<file path="src/ums_pkg.sv">
`default_nettype none
package ums_pkg;
    // ************************************************
    // register byte offsets
    // ************************************************
    localparam logic [7:0] ADDR_DATA = 8'h00;
    localparam logic [7:0] ADDR_IRQ_EN = 8'h04;
    localparam logic [7:0] ADDR_EXT_FEAT = 8'h08;
    localparam logic [7:0] ADDR_MODEM_CTRL = 8'h0C;
    localparam logic [7:0] ADDR_LINE_STAT = 8'h10;
    localparam logic [7:0] ADDR_MODEM_STAT = 8'h14;
    localparam logic [7:0] ADDR_FRAME_CFG = 8'h18;
    // ************************************************
    // field positions
    // ************************************************
    localparam int MC_DTR = 0;
    localparam int MC_RTS = 1;
    localparam int MC_AUX1 = 2;
    localparam int MC_IRQ_EN = 3;
    localparam int MC_LOOP = 4;
    localparam int MC_XANY = 5;
    localparam int MC_IR = 6;
    localparam int MC_PRESC = 7;
    localparam int EF_ENH = 4;
    localparam int EF_AUTO_CTS = 7;
    localparam int EW_TX_DIS = 4;
    localparam int IE_RX = 0;
    localparam int IE_THR = 1;
    localparam int IE_LINE = 2;
    localparam int IE_MODEM = 3;
    localparam int FC_PAR_EN = 0;
    localparam int FC_PAR_EVEN = 1;
    localparam int FC_SW_FLOW = 2;
    // ************************************************
    // reset values and constants
    // ************************************************
    localparam logic [7:0] MODEM_CTRL_RST = 8'h00;
    localparam logic [7:0] EXT_FEAT_RST = 8'h00;
    localparam logic [7:0] EXTRA_WR_RST = 8'h00;
    localparam logic [3:0] IRQ_EN_RST = 4'h0;
    localparam logic [2:0] FRAME_CFG_RST = 3'h0;
    localparam logic [5:0] SYNC_RST = 6'h3D;
    localparam logic [7:0] XON_CHAR = 8'h11;
    localparam logic [7:0] XOFF_CHAR = 8'h13;
    localparam logic [1:0] PRESC_LAST = 2'h3;
    localparam logic [3:0] TX_BITS_PAR = 4'hB;
    localparam logic [3:0] TX_BITS_NOPAR = 4'hA;
    localparam logic [2:0] RX_LAST_BIT = 3'h7;

    typedef enum logic [2:0] {
        RX_IDLE = 3'b000,
        RX_DATA = 3'b001,
        RX_PAR = 3'b010,
        RX_STOP = 3'b011,
        RX_BRK = 3'b100
    } ums_rx_state_t;
endpackage : ums_pkg
`default_nettype wire

</file>
<file path="src/ums_modem_line_status.sv">
// Decided for this implementation: the address map and the AHB-Lite interface to the registers.
`default_nettype none
module ums_modem_line_status
    import ums_pkg::*;
#(
    parameter int BAUD_DIV = 16,
    parameter int RX_DEPTH = 16
) (
    // clock, reset, enable
    input wire logic hclk,
    input wire logic hresetn,
    input wire logic ce,
    // ahb-lite slave
    input wire logic hsel,
    input wire logic [31:0] haddr,
    input wire logic [1:0] htrans,
    input wire logic hwrite,
    input wire logic [2:0] hsize,
    input wire logic [31:0] hwdata,
    input wire logic hready,
    output logic [31:0] hrdata,
    output logic hreadyout,
    output logic hresp,
    // serial data
    input wire logic rx_i,
    input wire logic ir_rx_i,
    output logic tx_o,
    output logic ir_tx_o,
    // modem lines
    input wire logic cts_n_i,
    input wire logic dsr_n_i,
    input wire logic ri_n_i,
    input wire logic cd_n_i,
    output logic rts_n_o,
    output logic dtr_n_o,
    // interrupt pin
    output logic irq_o,
    output logic irq_oe
);
    localparam int PW = $clog2(RX_DEPTH);
    localparam logic [15:0] DIV_LAST = 16'(BAUD_DIV - 1);
    localparam logic [PW:0] DEPTH_W = (PW + 1)'(RX_DEPTH);

    // ************************************************
    // pin synchronisers
    // ************************************************
    logic [5:0] sync1_q, sync2_q;
    always_ff @(posedge hclk or negedge hresetn) begin
        if (!hresetn) begin
            sync1_q <= SYNC_RST;
            sync2_q <= SYNC_RST;
        end else if (ce) begin
            sync1_q <= {cd_n_i, ri_n_i, dsr_n_i, cts_n_i, ir_rx_i, rx_i};
            sync2_q <= sync1_q;
        end
    end

    // ************************************************
    // bus slave
    // ************************************************
    logic [7:0] modem_ctrl_q, ext_feat_q, extra_wr_q;
    logic [3:0] irq_en_q;
    logic [2:0] frame_cfg_q;
    logic wr_pend_q;
    logic [7:0] wr_addr_q;
    logic [31:0] hrdata_q;
    logic addr_ok, rd_now, wr_now;
    logic [7:0] rd_val, wdat;

    assign addr_ok = hsel & htrans[1] & hready;
    assign rd_now = ce & addr_ok & ~hwrite;
    assign wr_now = ce & wr_pend_q;
    assign wdat = hwdata[7:0];
    assign hreadyout = 1'b1;
    assign hresp = 1'b0;
    assign hrdata = hrdata_q;

    always_ff @(posedge hclk or negedge hresetn) begin
        if (!hresetn) begin
            wr_pend_q <= 1'b0;
            wr_addr_q <= 8'h00;
            hrdata_q <= 32'h0000_0000;
        end else if (ce) begin
            wr_pend_q <= addr_ok & hwrite;
            wr_addr_q <= haddr[7:0];
            if (rd_now) begin
                hrdata_q <= {24'h00_0000, rd_val};
            end
        end
    end

    always_ff @(posedge hclk or negedge hresetn) begin
        if (!hresetn) begin
            modem_ctrl_q <= MODEM_CTRL_RST;
            ext_feat_q <= EXT_FEAT_RST;
            extra_wr_q <= EXTRA_WR_RST;
            irq_en_q <= IRQ_EN_RST;
            frame_cfg_q <= FRAME_CFG_RST;
        end else if (wr_now) begin
            case (wr_addr_q)
                ADDR_MODEM_CTRL: begin
                    modem_ctrl_q[4:0] <= wdat[4:0];
                    if (ext_feat_q[EF_ENH]) begin
                        modem_ctrl_q[7:5] <= wdat[7:5];
                    end
                end
                ADDR_EXT_FEAT: ext_feat_q <= wdat;
                // lower half reserved, kept zero
                ADDR_MODEM_STAT: extra_wr_q <= {wdat[7:4], 4'h0};
                ADDR_IRQ_EN: irq_en_q <= wdat[3:0];
                ADDR_FRAME_CFG: frame_cfg_q <= wdat[2:0];
                default: ;
            endcase
        end
    end

    // ************************************************
    // modem status
    // ************************************************
    logic loop_en, aux_out_one, aux_out_two;
    logic [3:0] mstat, mstat_prev_q, delta_q, delta_set;
    logic msr_read;

    assign loop_en = modem_ctrl_q[MC_LOOP];
    assign aux_out_one = ~modem_ctrl_q[MC_AUX1];
    assign aux_out_two = ~modem_ctrl_q[MC_IRQ_EN];
    // order {cd, ri, dsr, cts}, active high
    assign mstat = loop_en ?
        {~aux_out_two, ~aux_out_one, modem_ctrl_q[MC_DTR],
         modem_ctrl_q[MC_RTS]} : ~sync2_q[5:2];
    // ring delta only when the pin rises, i.e. status falls
    assign delta_set = {mstat[3] ^ mstat_prev_q[3],
                        mstat_prev_q[2] & ~mstat[2],
                        mstat[1:0] ^ mstat_prev_q[1:0]};
    assign msr_read = rd_now & (haddr[7:0] == ADDR_MODEM_STAT);

    always_ff @(posedge hclk or negedge hresetn) begin
        if (!hresetn) begin
            mstat_prev_q <= 4'h0;
            delta_q <= 4'h0;
        end else if (ce) begin
            mstat_prev_q <= mstat;
            // a change in the read cycle survives the clear
            delta_q <= (msr_read ? 4'h0 : delta_q) | delta_set;
        end
    end

    // ************************************************
    // baud tick with prescaler
    // ************************************************
    logic [1:0] presc_q;
    logic [15:0] div_q;
    logic pre_tick, tick;

    assign pre_tick = ~modem_ctrl_q[MC_PRESC] | (presc_q == PRESC_LAST);
    assign tick = pre_tick & (div_q == DIV_LAST);

    always_ff @(posedge hclk or negedge hresetn) begin
        if (!hresetn) begin
            presc_q <= 2'h0;
            div_q <= 16'h0000;
        end else if (ce) begin
            presc_q <= modem_ctrl_q[MC_PRESC] ? presc_q + 2'h1 : 2'h0;
            if (pre_tick) begin
                div_q <= (div_q == DIV_LAST) ? 16'h0000 : div_q + 16'h0001;
            end
        end
    end

    // ************************************************
    // transmitter
    // ************************************************
    logic [7:0] thr_q;
    logic thr_full_q, tx_halt_q;
    logic [10:0] tx_sh_q;
    logic [3:0] tx_left_q;
    logic tx_bit, tx_busy, tx_go, tx_par, thr_wr;

    assign thr_wr = wr_now & (wr_addr_q == ADDR_DATA);
    assign tx_busy = (tx_left_q != 4'h0);
    assign tx_bit = tx_busy ? tx_sh_q[0] : 1'b1;
    // checked only between characters, so a frame always completes
    assign tx_go = tick & ~tx_busy & thr_full_q & ~tx_halt_q
        & ~extra_wr_q[EW_TX_DIS]
        & ~(ext_feat_q[EF_AUTO_CTS] & ~mstat[0]);
    assign tx_par = frame_cfg_q[FC_PAR_EVEN] ? ^thr_q : ~^thr_q;

    always_ff @(posedge hclk or negedge hresetn) begin
        if (!hresetn) begin
            thr_q <= 8'h00;
            thr_full_q <= 1'b0;
            tx_sh_q <= 11'h7FF;
            tx_left_q <= 4'h0;
        end else if (ce) begin
            if (thr_wr) begin
                thr_q <= wdat;
                thr_full_q <= 1'b1;
            end else if (tx_go) begin
                thr_full_q <= 1'b0;
            end
            if (tx_go) begin
                tx_sh_q <= {1'b1, frame_cfg_q[FC_PAR_EN] ? tx_par : 1'b1,
                            thr_q, 1'b0};
                tx_left_q <= frame_cfg_q[FC_PAR_EN] ? TX_BITS_PAR
                                                    : TX_BITS_NOPAR;
            end else if (tick && tx_busy) begin
                tx_sh_q <= {1'b1, tx_sh_q[10:1]};
                tx_left_q <= tx_left_q - 4'h1;
            end
        end
    end

    // ************************************************
    // receiver
    // ************************************************
    ums_rx_state_t rx_st_q;
    logic [7:0] rx_sh_q, rx_data_q;
    logic [2:0] rx_cnt_q, rx_tag_q;
    logic rx_par_q, rx_done_q, rx_line, rx_brk, rx_pe;

    assign rx_line = loop_en ? tx_bit
                   : (modem_ctrl_q[MC_IR] ? ~sync2_q[1] : sync2_q[0]);
    assign rx_brk = (rx_sh_q == 8'h00) & ~rx_line
                  & ~(frame_cfg_q[FC_PAR_EN] & rx_par_q);
    assign rx_pe = frame_cfg_q[FC_PAR_EN] & (rx_par_q !=
        (frame_cfg_q[FC_PAR_EVEN] ? ^rx_sh_q : ~^rx_sh_q));

    always_ff @(posedge hclk or negedge hresetn) begin
        if (!hresetn) begin
            rx_st_q <= RX_IDLE;
            rx_sh_q <= 8'h00;
            rx_cnt_q <= 3'h0;
            rx_par_q <= 1'b0;
            rx_done_q <= 1'b0;
            rx_data_q <= 8'h00;
            rx_tag_q <= 3'h0;
        end else if (ce) begin
            rx_done_q <= 1'b0;
            if (tick) begin
                case (rx_st_q)
                    RX_IDLE: begin
                        if (!rx_line) begin
                            rx_st_q <= RX_DATA;
                            rx_cnt_q <= 3'h0;
                            rx_par_q <= 1'b0;
                        end
                    end
                    RX_DATA: begin
                        rx_sh_q <= {rx_line, rx_sh_q[7:1]};
                        rx_cnt_q <= rx_cnt_q + 3'h1;
                        if (rx_cnt_q == RX_LAST_BIT) begin
                            rx_st_q <= frame_cfg_q[FC_PAR_EN] ? RX_PAR
                                                              : RX_STOP;
                        end
                    end
                    RX_PAR: begin
                        rx_par_q <= rx_line;
                        rx_st_q <= RX_STOP;
                    end
                    RX_STOP: begin
                        rx_done_q <= 1'b1;
                        rx_data_q <= rx_sh_q;
                        // tags {break, framing, parity}
                        rx_tag_q <= rx_brk ? 3'b100
                                  : {1'b0, ~rx_line, rx_pe};
                        // after a break, no new frame until the line is back high
                        rx_st_q <= rx_brk ? RX_BRK : RX_IDLE;
                    end
                    RX_BRK: begin
                        if (rx_line) begin
                            rx_st_q <= RX_IDLE;
                        end
                    end
                    default: rx_st_q <= RX_IDLE;
                endcase
            end
        end
    end

    // ************************************************
    // software flow and resume-on-any
    // ************************************************
    logic is_xon, is_xoff, sw_flow, rx_store;

    assign sw_flow = frame_cfg_q[FC_SW_FLOW];
    assign is_xon = rx_data_q == XON_CHAR;
    assign is_xoff = rx_data_q == XOFF_CHAR;
    assign rx_store = rx_done_q & ~(sw_flow & (is_xon | is_xoff));

    always_ff @(posedge hclk or negedge hresetn) begin
        if (!hresetn) begin
            tx_halt_q <= 1'b0;
        end else if (ce && rx_done_q) begin
            if (sw_flow && is_xoff) begin
                tx_halt_q <= 1'b1;
            end else if ((sw_flow && is_xon) || modem_ctrl_q[MC_XANY]) begin
                tx_halt_q <= 1'b0;
            end
        end
    end

    // ************************************************
    // receive fifo and line status
    // ************************************************
    logic [7:0] rx_mem [RX_DEPTH];
    logic [2:0] tag_mem [RX_DEPTH];
    logic [RX_DEPTH-1:0] slot_err_q;
    logic [PW-1:0] wp_q, rp_q;
    logic [PW:0] cnt_q;
    logic ovr_q, push, pop, full, data_rdy, thre, temt;
    logic [2:0] head_tag;
    logic [7:0] line_stat;

    assign full = (cnt_q == DEPTH_W);
    assign data_rdy = (cnt_q != '0);
    assign push = rx_store & ~full;
    assign pop = rd_now & (haddr[7:0] == ADDR_DATA) & data_rdy;
    assign head_tag = data_rdy ? tag_mem[rp_q] : 3'h0;
    assign thre = ~thr_full_q;
    assign temt = ~thr_full_q & ~tx_busy;
    assign line_stat = {|slot_err_q, temt, thre, head_tag,
                        ovr_q, data_rdy};

    always_ff @(posedge hclk) begin
        if (ce && push) begin
            rx_mem[wp_q] <= rx_data_q;
            tag_mem[wp_q] <= rx_tag_q;
        end
    end

    always_ff @(posedge hclk or negedge hresetn) begin
        if (!hresetn) begin
            wp_q <= '0;
            rp_q <= '0;
            cnt_q <= '0;
            slot_err_q <= '0;
        end else if (ce) begin
            if (push) begin
                wp_q <= wp_q + PW'(1);
                slot_err_q[wp_q] <= |rx_tag_q;
            end
            if (pop) begin
                rp_q <= rp_q + PW'(1);
                if (!(push && wp_q == rp_q)) begin
                    slot_err_q[rp_q] <= 1'b0;
                end
            end
            // a full fifo keeps its count: the new character is lost
            cnt_q <= cnt_q + (PW + 1)'(push) - (PW + 1)'(pop);
        end
    end

    always_ff @(posedge hclk or negedge hresetn) begin
        if (!hresetn) begin
            ovr_q <= 1'b0;
        end else if (ce) begin
            if (rx_store && full) begin
                ovr_q <= 1'b1;
            end else if (rd_now && haddr[7:0] == ADDR_LINE_STAT) begin
                ovr_q <= 1'b0;
            end
        end
    end

    always_comb begin
        case (haddr[7:0])
            ADDR_DATA: rd_val = data_rdy ? rx_mem[rp_q] : 8'h00;
            ADDR_IRQ_EN: rd_val = {4'h0, irq_en_q};
            ADDR_EXT_FEAT: rd_val = ext_feat_q;
            ADDR_MODEM_CTRL: rd_val = modem_ctrl_q;
            ADDR_LINE_STAT: rd_val = line_stat;
            ADDR_MODEM_STAT: rd_val = {mstat, delta_q};
            ADDR_FRAME_CFG: rd_val = {5'h00, frame_cfg_q};
            default: rd_val = 8'h00;
        endcase
    end

    // ************************************************
    // pins and interrupt
    // ************************************************
    logic irq_any;

    assign irq_any = (irq_en_q[IE_LINE] & (ovr_q | (|head_tag)))
                   | (irq_en_q[IE_MODEM] & (|delta_q))
                   | (irq_en_q[IE_RX] & data_rdy)
                   | (irq_en_q[IE_THR] & thre);
    assign irq_oe = modem_ctrl_q[MC_IRQ_EN];
    assign irq_o = irq_oe & irq_any;
    assign tx_o = loop_en | modem_ctrl_q[MC_IR] | tx_bit;
    assign ir_tx_o = ~loop_en & modem_ctrl_q[MC_IR] & ~tx_bit;
    assign rts_n_o = loop_en | ~modem_ctrl_q[MC_RTS];
    assign dtr_n_o = loop_en | ~modem_ctrl_q[MC_DTR];
endmodule : ums_modem_line_status
`default_nettype wire

</file>
<file path="config.mk">
export PLATFORM = sky130hd
export DESIGN_NAME = ums_modem_line_status
export DESIGN_NICKNAME = d
export VERILOG_FILES = /design/src/ums_pkg.sv /design/src/ums_modem_line_status.sv
export SDC_FILE = /design/constraint.sdc
export NUM_CORES = 1
export LEC_CHECK = 0
export ABC_AREA = 1
export BUFFER_PORTS_ARGS = -buffer_cell sky130_fd_sc_hd__buf_2
export CORE_ASPECT_RATIO = 1.1
export CORE_MARGIN = 2
export CORE_UTILIZATION = 52
export CTS_CLUSTER_DIAMETER = 150
export DETAILED_ROUTE_END_ITERATION = 10
export PLACE_DENSITY = 0.68
export SETUP_SLACK_MARGIN = 0.1
export SYNTH_ARGS = -nofsm -noshare
export SYNTH_HDL_FRONTEND = slang
export SYNTH_SLANG_ARGS = --single-unit
export TNS_END_PERCENT = 50
</file>
<file path="constraint.sdc">
create_clock -name hclk -period 7.78 [get_ports hclk]
set_input_delay 1.167 -clock hclk [delete_from_list [all_inputs] [get_ports hclk]]
set_output_delay 1.167 -clock hclk [all_outputs]
set_load 0.1 [all_outputs]
</file>
**Yosys cells after proc, flatten, opt, wreduce, memory -nomap -nowiden**

Memories as Yosys holds them, arrays and structs flattened.
Cells that the tools add are included.

- Word-level logic and storage cells: 238
- Output and inout port bits: 40
- Register bits after elaboration: 161
- Input bits: 81
- Memories kept: 2
- Bits in writable memories: 176

Memories:

| memory | words | width | read ports | clocked after Yosys merged registers in | wr ports | RTL line | text |
|---|---|---|---|---|---|---|---|
| rx_mem | 16 | 8 | 1 | 0 | 1 | ums_modem_line_status.sv:305 | `logic [7:0] rx_mem [RX_DEPTH];` |
| tag_mem | 16 | 3 | 1 | 0 | 1 | ums_modem_line_status.sv:306 | `logic [2:0] tag_mem [RX_DEPTH];` |

- Reduce and logical (&&, ||, !) cells: 51
- $add $sub $neg: 8
- Bitwise gates (word level): 67
- $lt $le $gt $ge: 4
- Equality and inequality tests: 26
- Muxes and demuxes: 48

Operator list:

| operator | number |
|---|---|
| $mux 16 | 5 |
| $eq 8x5->1 const B | 7 |
| $pmux 8 s7 | 1 |
| $and 1x1->1 | 33 |
| $eq 8x4->1 const B | 4 |
| $reduce_and 2->1 | 14 |
| $logic_not 8->1 | 3 |
| $mux 11 | 2 |
| $mux 1 | 21 |
| $mux 3 | 7 |
| $not 1->1 | 18 |
| $add 16x1->16 const B | 1 |
| $and 16x16->16 | 1 |
| $bwmux 16 | 1 |
| $eq 16x4->1 const B | 1 |
| $eq 8x3->1 const B | 2 |
| $mux 4 | 4 |
| $not 16->16 | 1 |
| $reduce_or 16->1 | 1 |
| $reduce_xnor 8->1 | 2 |
| $reduce_xor 8->1 | 2 |
| $pmux 3 s5 | 1 |
| $reduce_bool 2->1 | 6 |
| $logic_and 1x1->1 | 10 |
| 35 further kinds | 56 |

**Longest topological paths before layout**

- Depth in word-level cells: 11
- Depth in mapped cells: 18
- Depth with buffers taken out: 18

**Least setup slack after synthesis**

OpenSTA, ideal clock, no wires.

- Path type: reg-to-output
- From: reg tx_left_q[0]
- To: out ir_tx_o
- Required time: 6,613 ps
- Path buffers: 0
- Data arrival time: 2,919 ps
- Stages on the path, launching flop included: 6
- Path slack: 3,694 ps
- Path through: dfrtp_1 -> inv_1 -> ha_1 -> nand3_1 -> nand2_1 -> nor3_1

- Word-level cells in the longest chain between the ends: 4

Ends and longest elaborated chain:

| item | RTL line | text |
|---|---|---|
| start, declared | ums_modem_line_status.sv:176 | `logic [3:0] tx_left_q;` |
| start signal, assigned | ums_modem_line_status.sv:204 | `tx_left_q <= frame_cfg_q[FC_PAR_EN] ? TX_BITS_PAR` |
| start signal, assigned | ums_modem_line_status.sv:208 | `tx_left_q <= tx_left_q - 4'h1;` |
| $reduce_bool 4->1 | ums_modem_line_status.sv:180 | `assign tx_busy = (tx_left_q != 4'h0);` |
| $mux 1 | ums_modem_line_status.sv:181 | `assign tx_bit = tx_busy ? tx_sh_q[0] : 1'b1;` |
| $not 1->1 | ums_modem_line_status.sv:390 | `assign ir_tx_o = ~loop_en & modem_ctrl_q[MC_IR] & ~tx_bit;` |
| $and 1x1->1 | ums_modem_line_status.sv:390 |  |
| end, declared | ums_modem_line_status.sv:28 | `output logic ir_tx_o,` |

Every way passes these cells.

**Worst setup path after layout**

- From: reg rp_q[0]
- To: out irq_o

- Word-level cells in the longest chain between the ends: 9

Ends and longest elaborated chain:

| item | RTL line | text |
|---|---|---|
| start, declared | ums_modem_line_status.sv:308 | `logic [PW-1:0] wp_q, rp_q;` |
| start signal, assigned | ums_modem_line_status.sv:343 | `rp_q <= rp_q + PW'(1);` |
| $mem_v2 16x3 | -- |  |
| $mux 3 | ums_modem_line_status.sv:318 | `assign head_tag = data_rdy ? tag_mem[rp_q] : 3'h0;` |
| $reduce_or 3->1 | ums_modem_line_status.sv:383 | `assign irq_any = (irq_en_q[IE_LINE] & (ovr_q \| (\|head_tag)))` |
| $or 1x1->1 | ums_modem_line_status.sv:383 |  |
| $and 1x1->1 | ums_modem_line_status.sv:383 |  |
| $or 1x1->1 | ums_modem_line_status.sv:384 | `\| (irq_en_q[IE_MODEM] & (\|delta_q))` |
| $or 1x1->1 | ums_modem_line_status.sv:385 | `\| (irq_en_q[IE_RX] & data_rdy)` |
| $or 1x1->1 | ums_modem_line_status.sv:386 | `\| (irq_en_q[IE_THR] & thre);` |
| $and 1x1->1 | ums_modem_line_status.sv:388 | `assign irq_o = irq_oe & irq_any;` |
| end, declared | ums_modem_line_status.sv:37 | `output logic irq_o,` |

Every way passes these cells.

==> results.py <==
metrics = {
    "clock_tree": {
        "clk_path_buf_depth": 3,
        "numCtsBuffers": 35,
        "cts_tree": "yes",
        "clk_latency_ns": 0.51,
        "cts_sinks": 336,
        "htreeDepth": 2,
        "postCtsSetupBuffers": 0,
        "path_clk_slew_ns": 0.06,
        "ctsResizeCount": 0,
        "cts_root_buffer": "clkbuf_16",
        "cts_hold_buf": 0,
    },
    "cells_and_area": {
        "final_area_um2": 17480,
        "fillers": 2649,
        "drive_gt1_share_pct": 10.56,
        "multiInputGateArea_um2": 5480,
        "final_net_count": 1842,
        "final_common_cell": "nand2_1",
        "antenna_cells": 0,
        "seq_area_um2": 9315,
        "utilization_pct": 57.76,
        "final_cell_mix": "nand2_1 (470), edfxtp_1 (176), nor2_1 (163), o21ai_0 (161), inv_1 (151)",
        "syn_to_final_growth_pct": 10.41,
    },
    "die": {
        "num_io_pins": 121,
        "core-area_um2": 30260,
        "fp.dieW_um": 170.4,
        "rows": 67,
        "initial_utilization_pct": 52.32,
        "die_h_um": 187.0,
        "die_area_um2": 31860,
    },
    "routing": {
        "num_vias": 11577,
        "drtIter0Drc": 1048,
        "detail-route-antenna-nets": 0,
        "drtPass1Iterations": 5,
        "wl_mm": 37.23,
        "post_drt_wl_per_cell_um": 17.12,
        "via_per_inst": 5.323,
        "drc": 0,
    },
    "worst_setup_path": {
        "cpMostUsedCell": "nand2_1",
        "worstPathMaxFanout": 58,
        "worstPathArrival_ns": 3.37,
        "worstSetupStartpointType": "flip-flop",
        "slowest_delay_ns": 0.46,
        "r2r_setup_slack_ns": 4.31,
        "worstSetupPathType": "reg2out",
        "cp.required_ns": 6.61,
        "end_kind": "output port",
        "worst_path_max_delay_cell": "buf_2",
        "path_cells": "inv_4, buf_4, nand2_1, nand2_1, nand2_1, nand2_1, nand2_1, nand2_1, nor2_1, nor2_1, nor2_1, nand2_1, nand2_1, a21oi_1, buf_2",
    },
    "placement": {
        "placed_area_um2": 16340,
        "numPortBuffers": 42,
        "gp_congestion": 0.9154,
        "dp_hpwl_mm": 24.17,
    },
    "yosys": {
        "syn_inst": 1695,
        "yosysUniqueCellTypes": 53,
        "ys.flop_type": "edfxtp_1",
        "synth_seq_area_share_pct": 58.83,
        "synth_area_leader_cell": "edfxtp_1",
        "synth_warnings": 0,
        "synth_area_per_cell_um2": 9.341,
        "synth-edff-count": 176,
        "async_flop_share_pct": 47.62,
        "synth-seq-cells": 336,
        "netlist_top_cells_area": "edfxtp_1 (33%), dfrtp_1 (22%), nand2_1 (11%), o21ai_0 (5.1%), nor2_1 (3.9%)",
        "synth_area_um2": 15830,
        "netlist.area_leader.share_pct": 33.38,
    },
    "sta": {
        "fin_skew_ns": 0.01433,
        "worst_hold_slack_ns": 0.4615,
        "setup_viol": 0,
        "worst_slew_pin_slew_ns": 1.307,
        "tns_ns": 0,
        "slew_viol_final": 0,
        "period_share_pct": 58.31,
        "period_needed_ns": 4.536,
        "slew_headroom_pct": 12.55,
        "fmax_ghz": 0.2204,
        "grt_setup_unrepaired": "false",
        "final-hold-violation-count": 0,
    },
    "min_path": {
        "hp-class": "reg2reg",
    },
    "outcome": {
        "outcome": "finished, final reports clean",
    },
    "global_routing": {
        "grt_pass1_wl_mm": 59.53,
        "antenna_found_initial": 0,
        "grt_max_degree": 99,
        "grt_pass1_vias": 11376,
        "gr-total-overflow": 0,
        "groute.usage.overall_pct": 23.83,
    },
    "power": {
        "p_leak_nw": 7.812,
        "peakVddDrop_mv": 0.2031,
        "power_density_nw_per_um2": 228.4,
    },
    "flow_run": {
        "drv_cap": 0,
    },
}
[synth_stat cells, types with 10 or more instances]
cell,n
dfstp_2,20
xor2_1,20
xnor2_1,10
nand4_1,22
nand3_1,69
inv_2,11
buf_4,33
ha_1,24
clkbuf_1,21
dfrtp_1,140
buf_2,27
o31ai_1,10
nor3_1,21
edfxtp_1,176
o21ai_1,12
inv_1,151
o22ai_1,30
o21ai_0,161
nor2_1,163
a21oi_1,38
nand2_1,470
[layout make-up]
cell class                 count  share of cell area [%]
sequential                   336                   53.29
inverter                     166                   3.636
timing repair buffer          65                   2.226
tap                          414                   2.963
clock inverter                 7                  0.5082
clock buffer                  55                   6.027
multi-input combinational   1132                   31.35
[report_power, final]
| group | switching, W | total (W) | internal (W) |
|---|---|---|---|
| registers | 0.0000541 | 0.00198 | 0.00192 |
| clock network | 0.000663 | 0.00166 | 0.000996 |
| logic | 0.000257 | 0.000355 | 0.0000981 |
| total | 0.000974 | 0.00399 | 0.00302 |
[through the flow]
step | total power (W) | worst slack, ns | instances
floorplan | 0.002285 | 3.694 | 1719
global placement | 0.002354 | 3.780 | 2113
detailed placement | 0.002365 | 3.793 | 2113
CTS | 0.004015 | 3.247 | 2175
global route | 0.004139 | 3.015 | 2175
finish | 0.003993 | 3.244 | 2175
[logic make-up after synthesis]
kind of cell | share of synthesized area, %
AOI/OAI and AO/OA | 8.883
xor gates and xnor gates | 1.660
adders and majority gates | 2.023
buffers and inverters | 7.128
DFF | 58.83
other | 0.04743
and+or+nand+nor | 21.43
[per-layer routing]
metal,track usage [%],vias up,wire length (um)
li1,-,5614,-
met1,31.54,5502,15510
met2,39.95,382,17990
met3,3.407,79,2408
met4,9.007,0,1316
met5,0,-,0
[state kept, by name, indices dropped and copies added (netlist names), 5 cells and up]
signal / count
cnt_q: 5
div_q: 16
ext_feat_q: 8
hrdata: 8
modem_ctrl_q: 8
rx_data_q: 8
rx_mem: 128
rx_sh_q: 8
slot_err_q: 16
sync1_q: 6
sync2_q: 6
tag_mem: 48
thr_q: 8
tx_sh_q: 10
wr_addr_q: 8
[path summary, 6_finish.rpt]
check	startpoint	to	depth (start not counted)
worst max-delay path	rp_q[0]	irq_o	15
worst min-delay path	sync2_q[3]	sync2_q[3]	2
worst max register to register	rx_data_q[0]	cnt_q[4]	17
worst min register to register	sync2_q[3]	sync2_q[3]	2
max in group asynchronous	hresetn	rp_q[0]	2
min in group asynchronous	hresetn	div_q[8]	1
[worst max-delay path, delay by kind of cell, from the launching register on]
kind | cells | cell delay (ns)
buffers and inverters | 3 | 1.34
AO/OA/AOI/OAI | 1 | 0.17
flip-flops | 1 | 0.42
AND/OR/NAND/NOR | 11 | 0.89
Power figures use the tool's default switching activity.
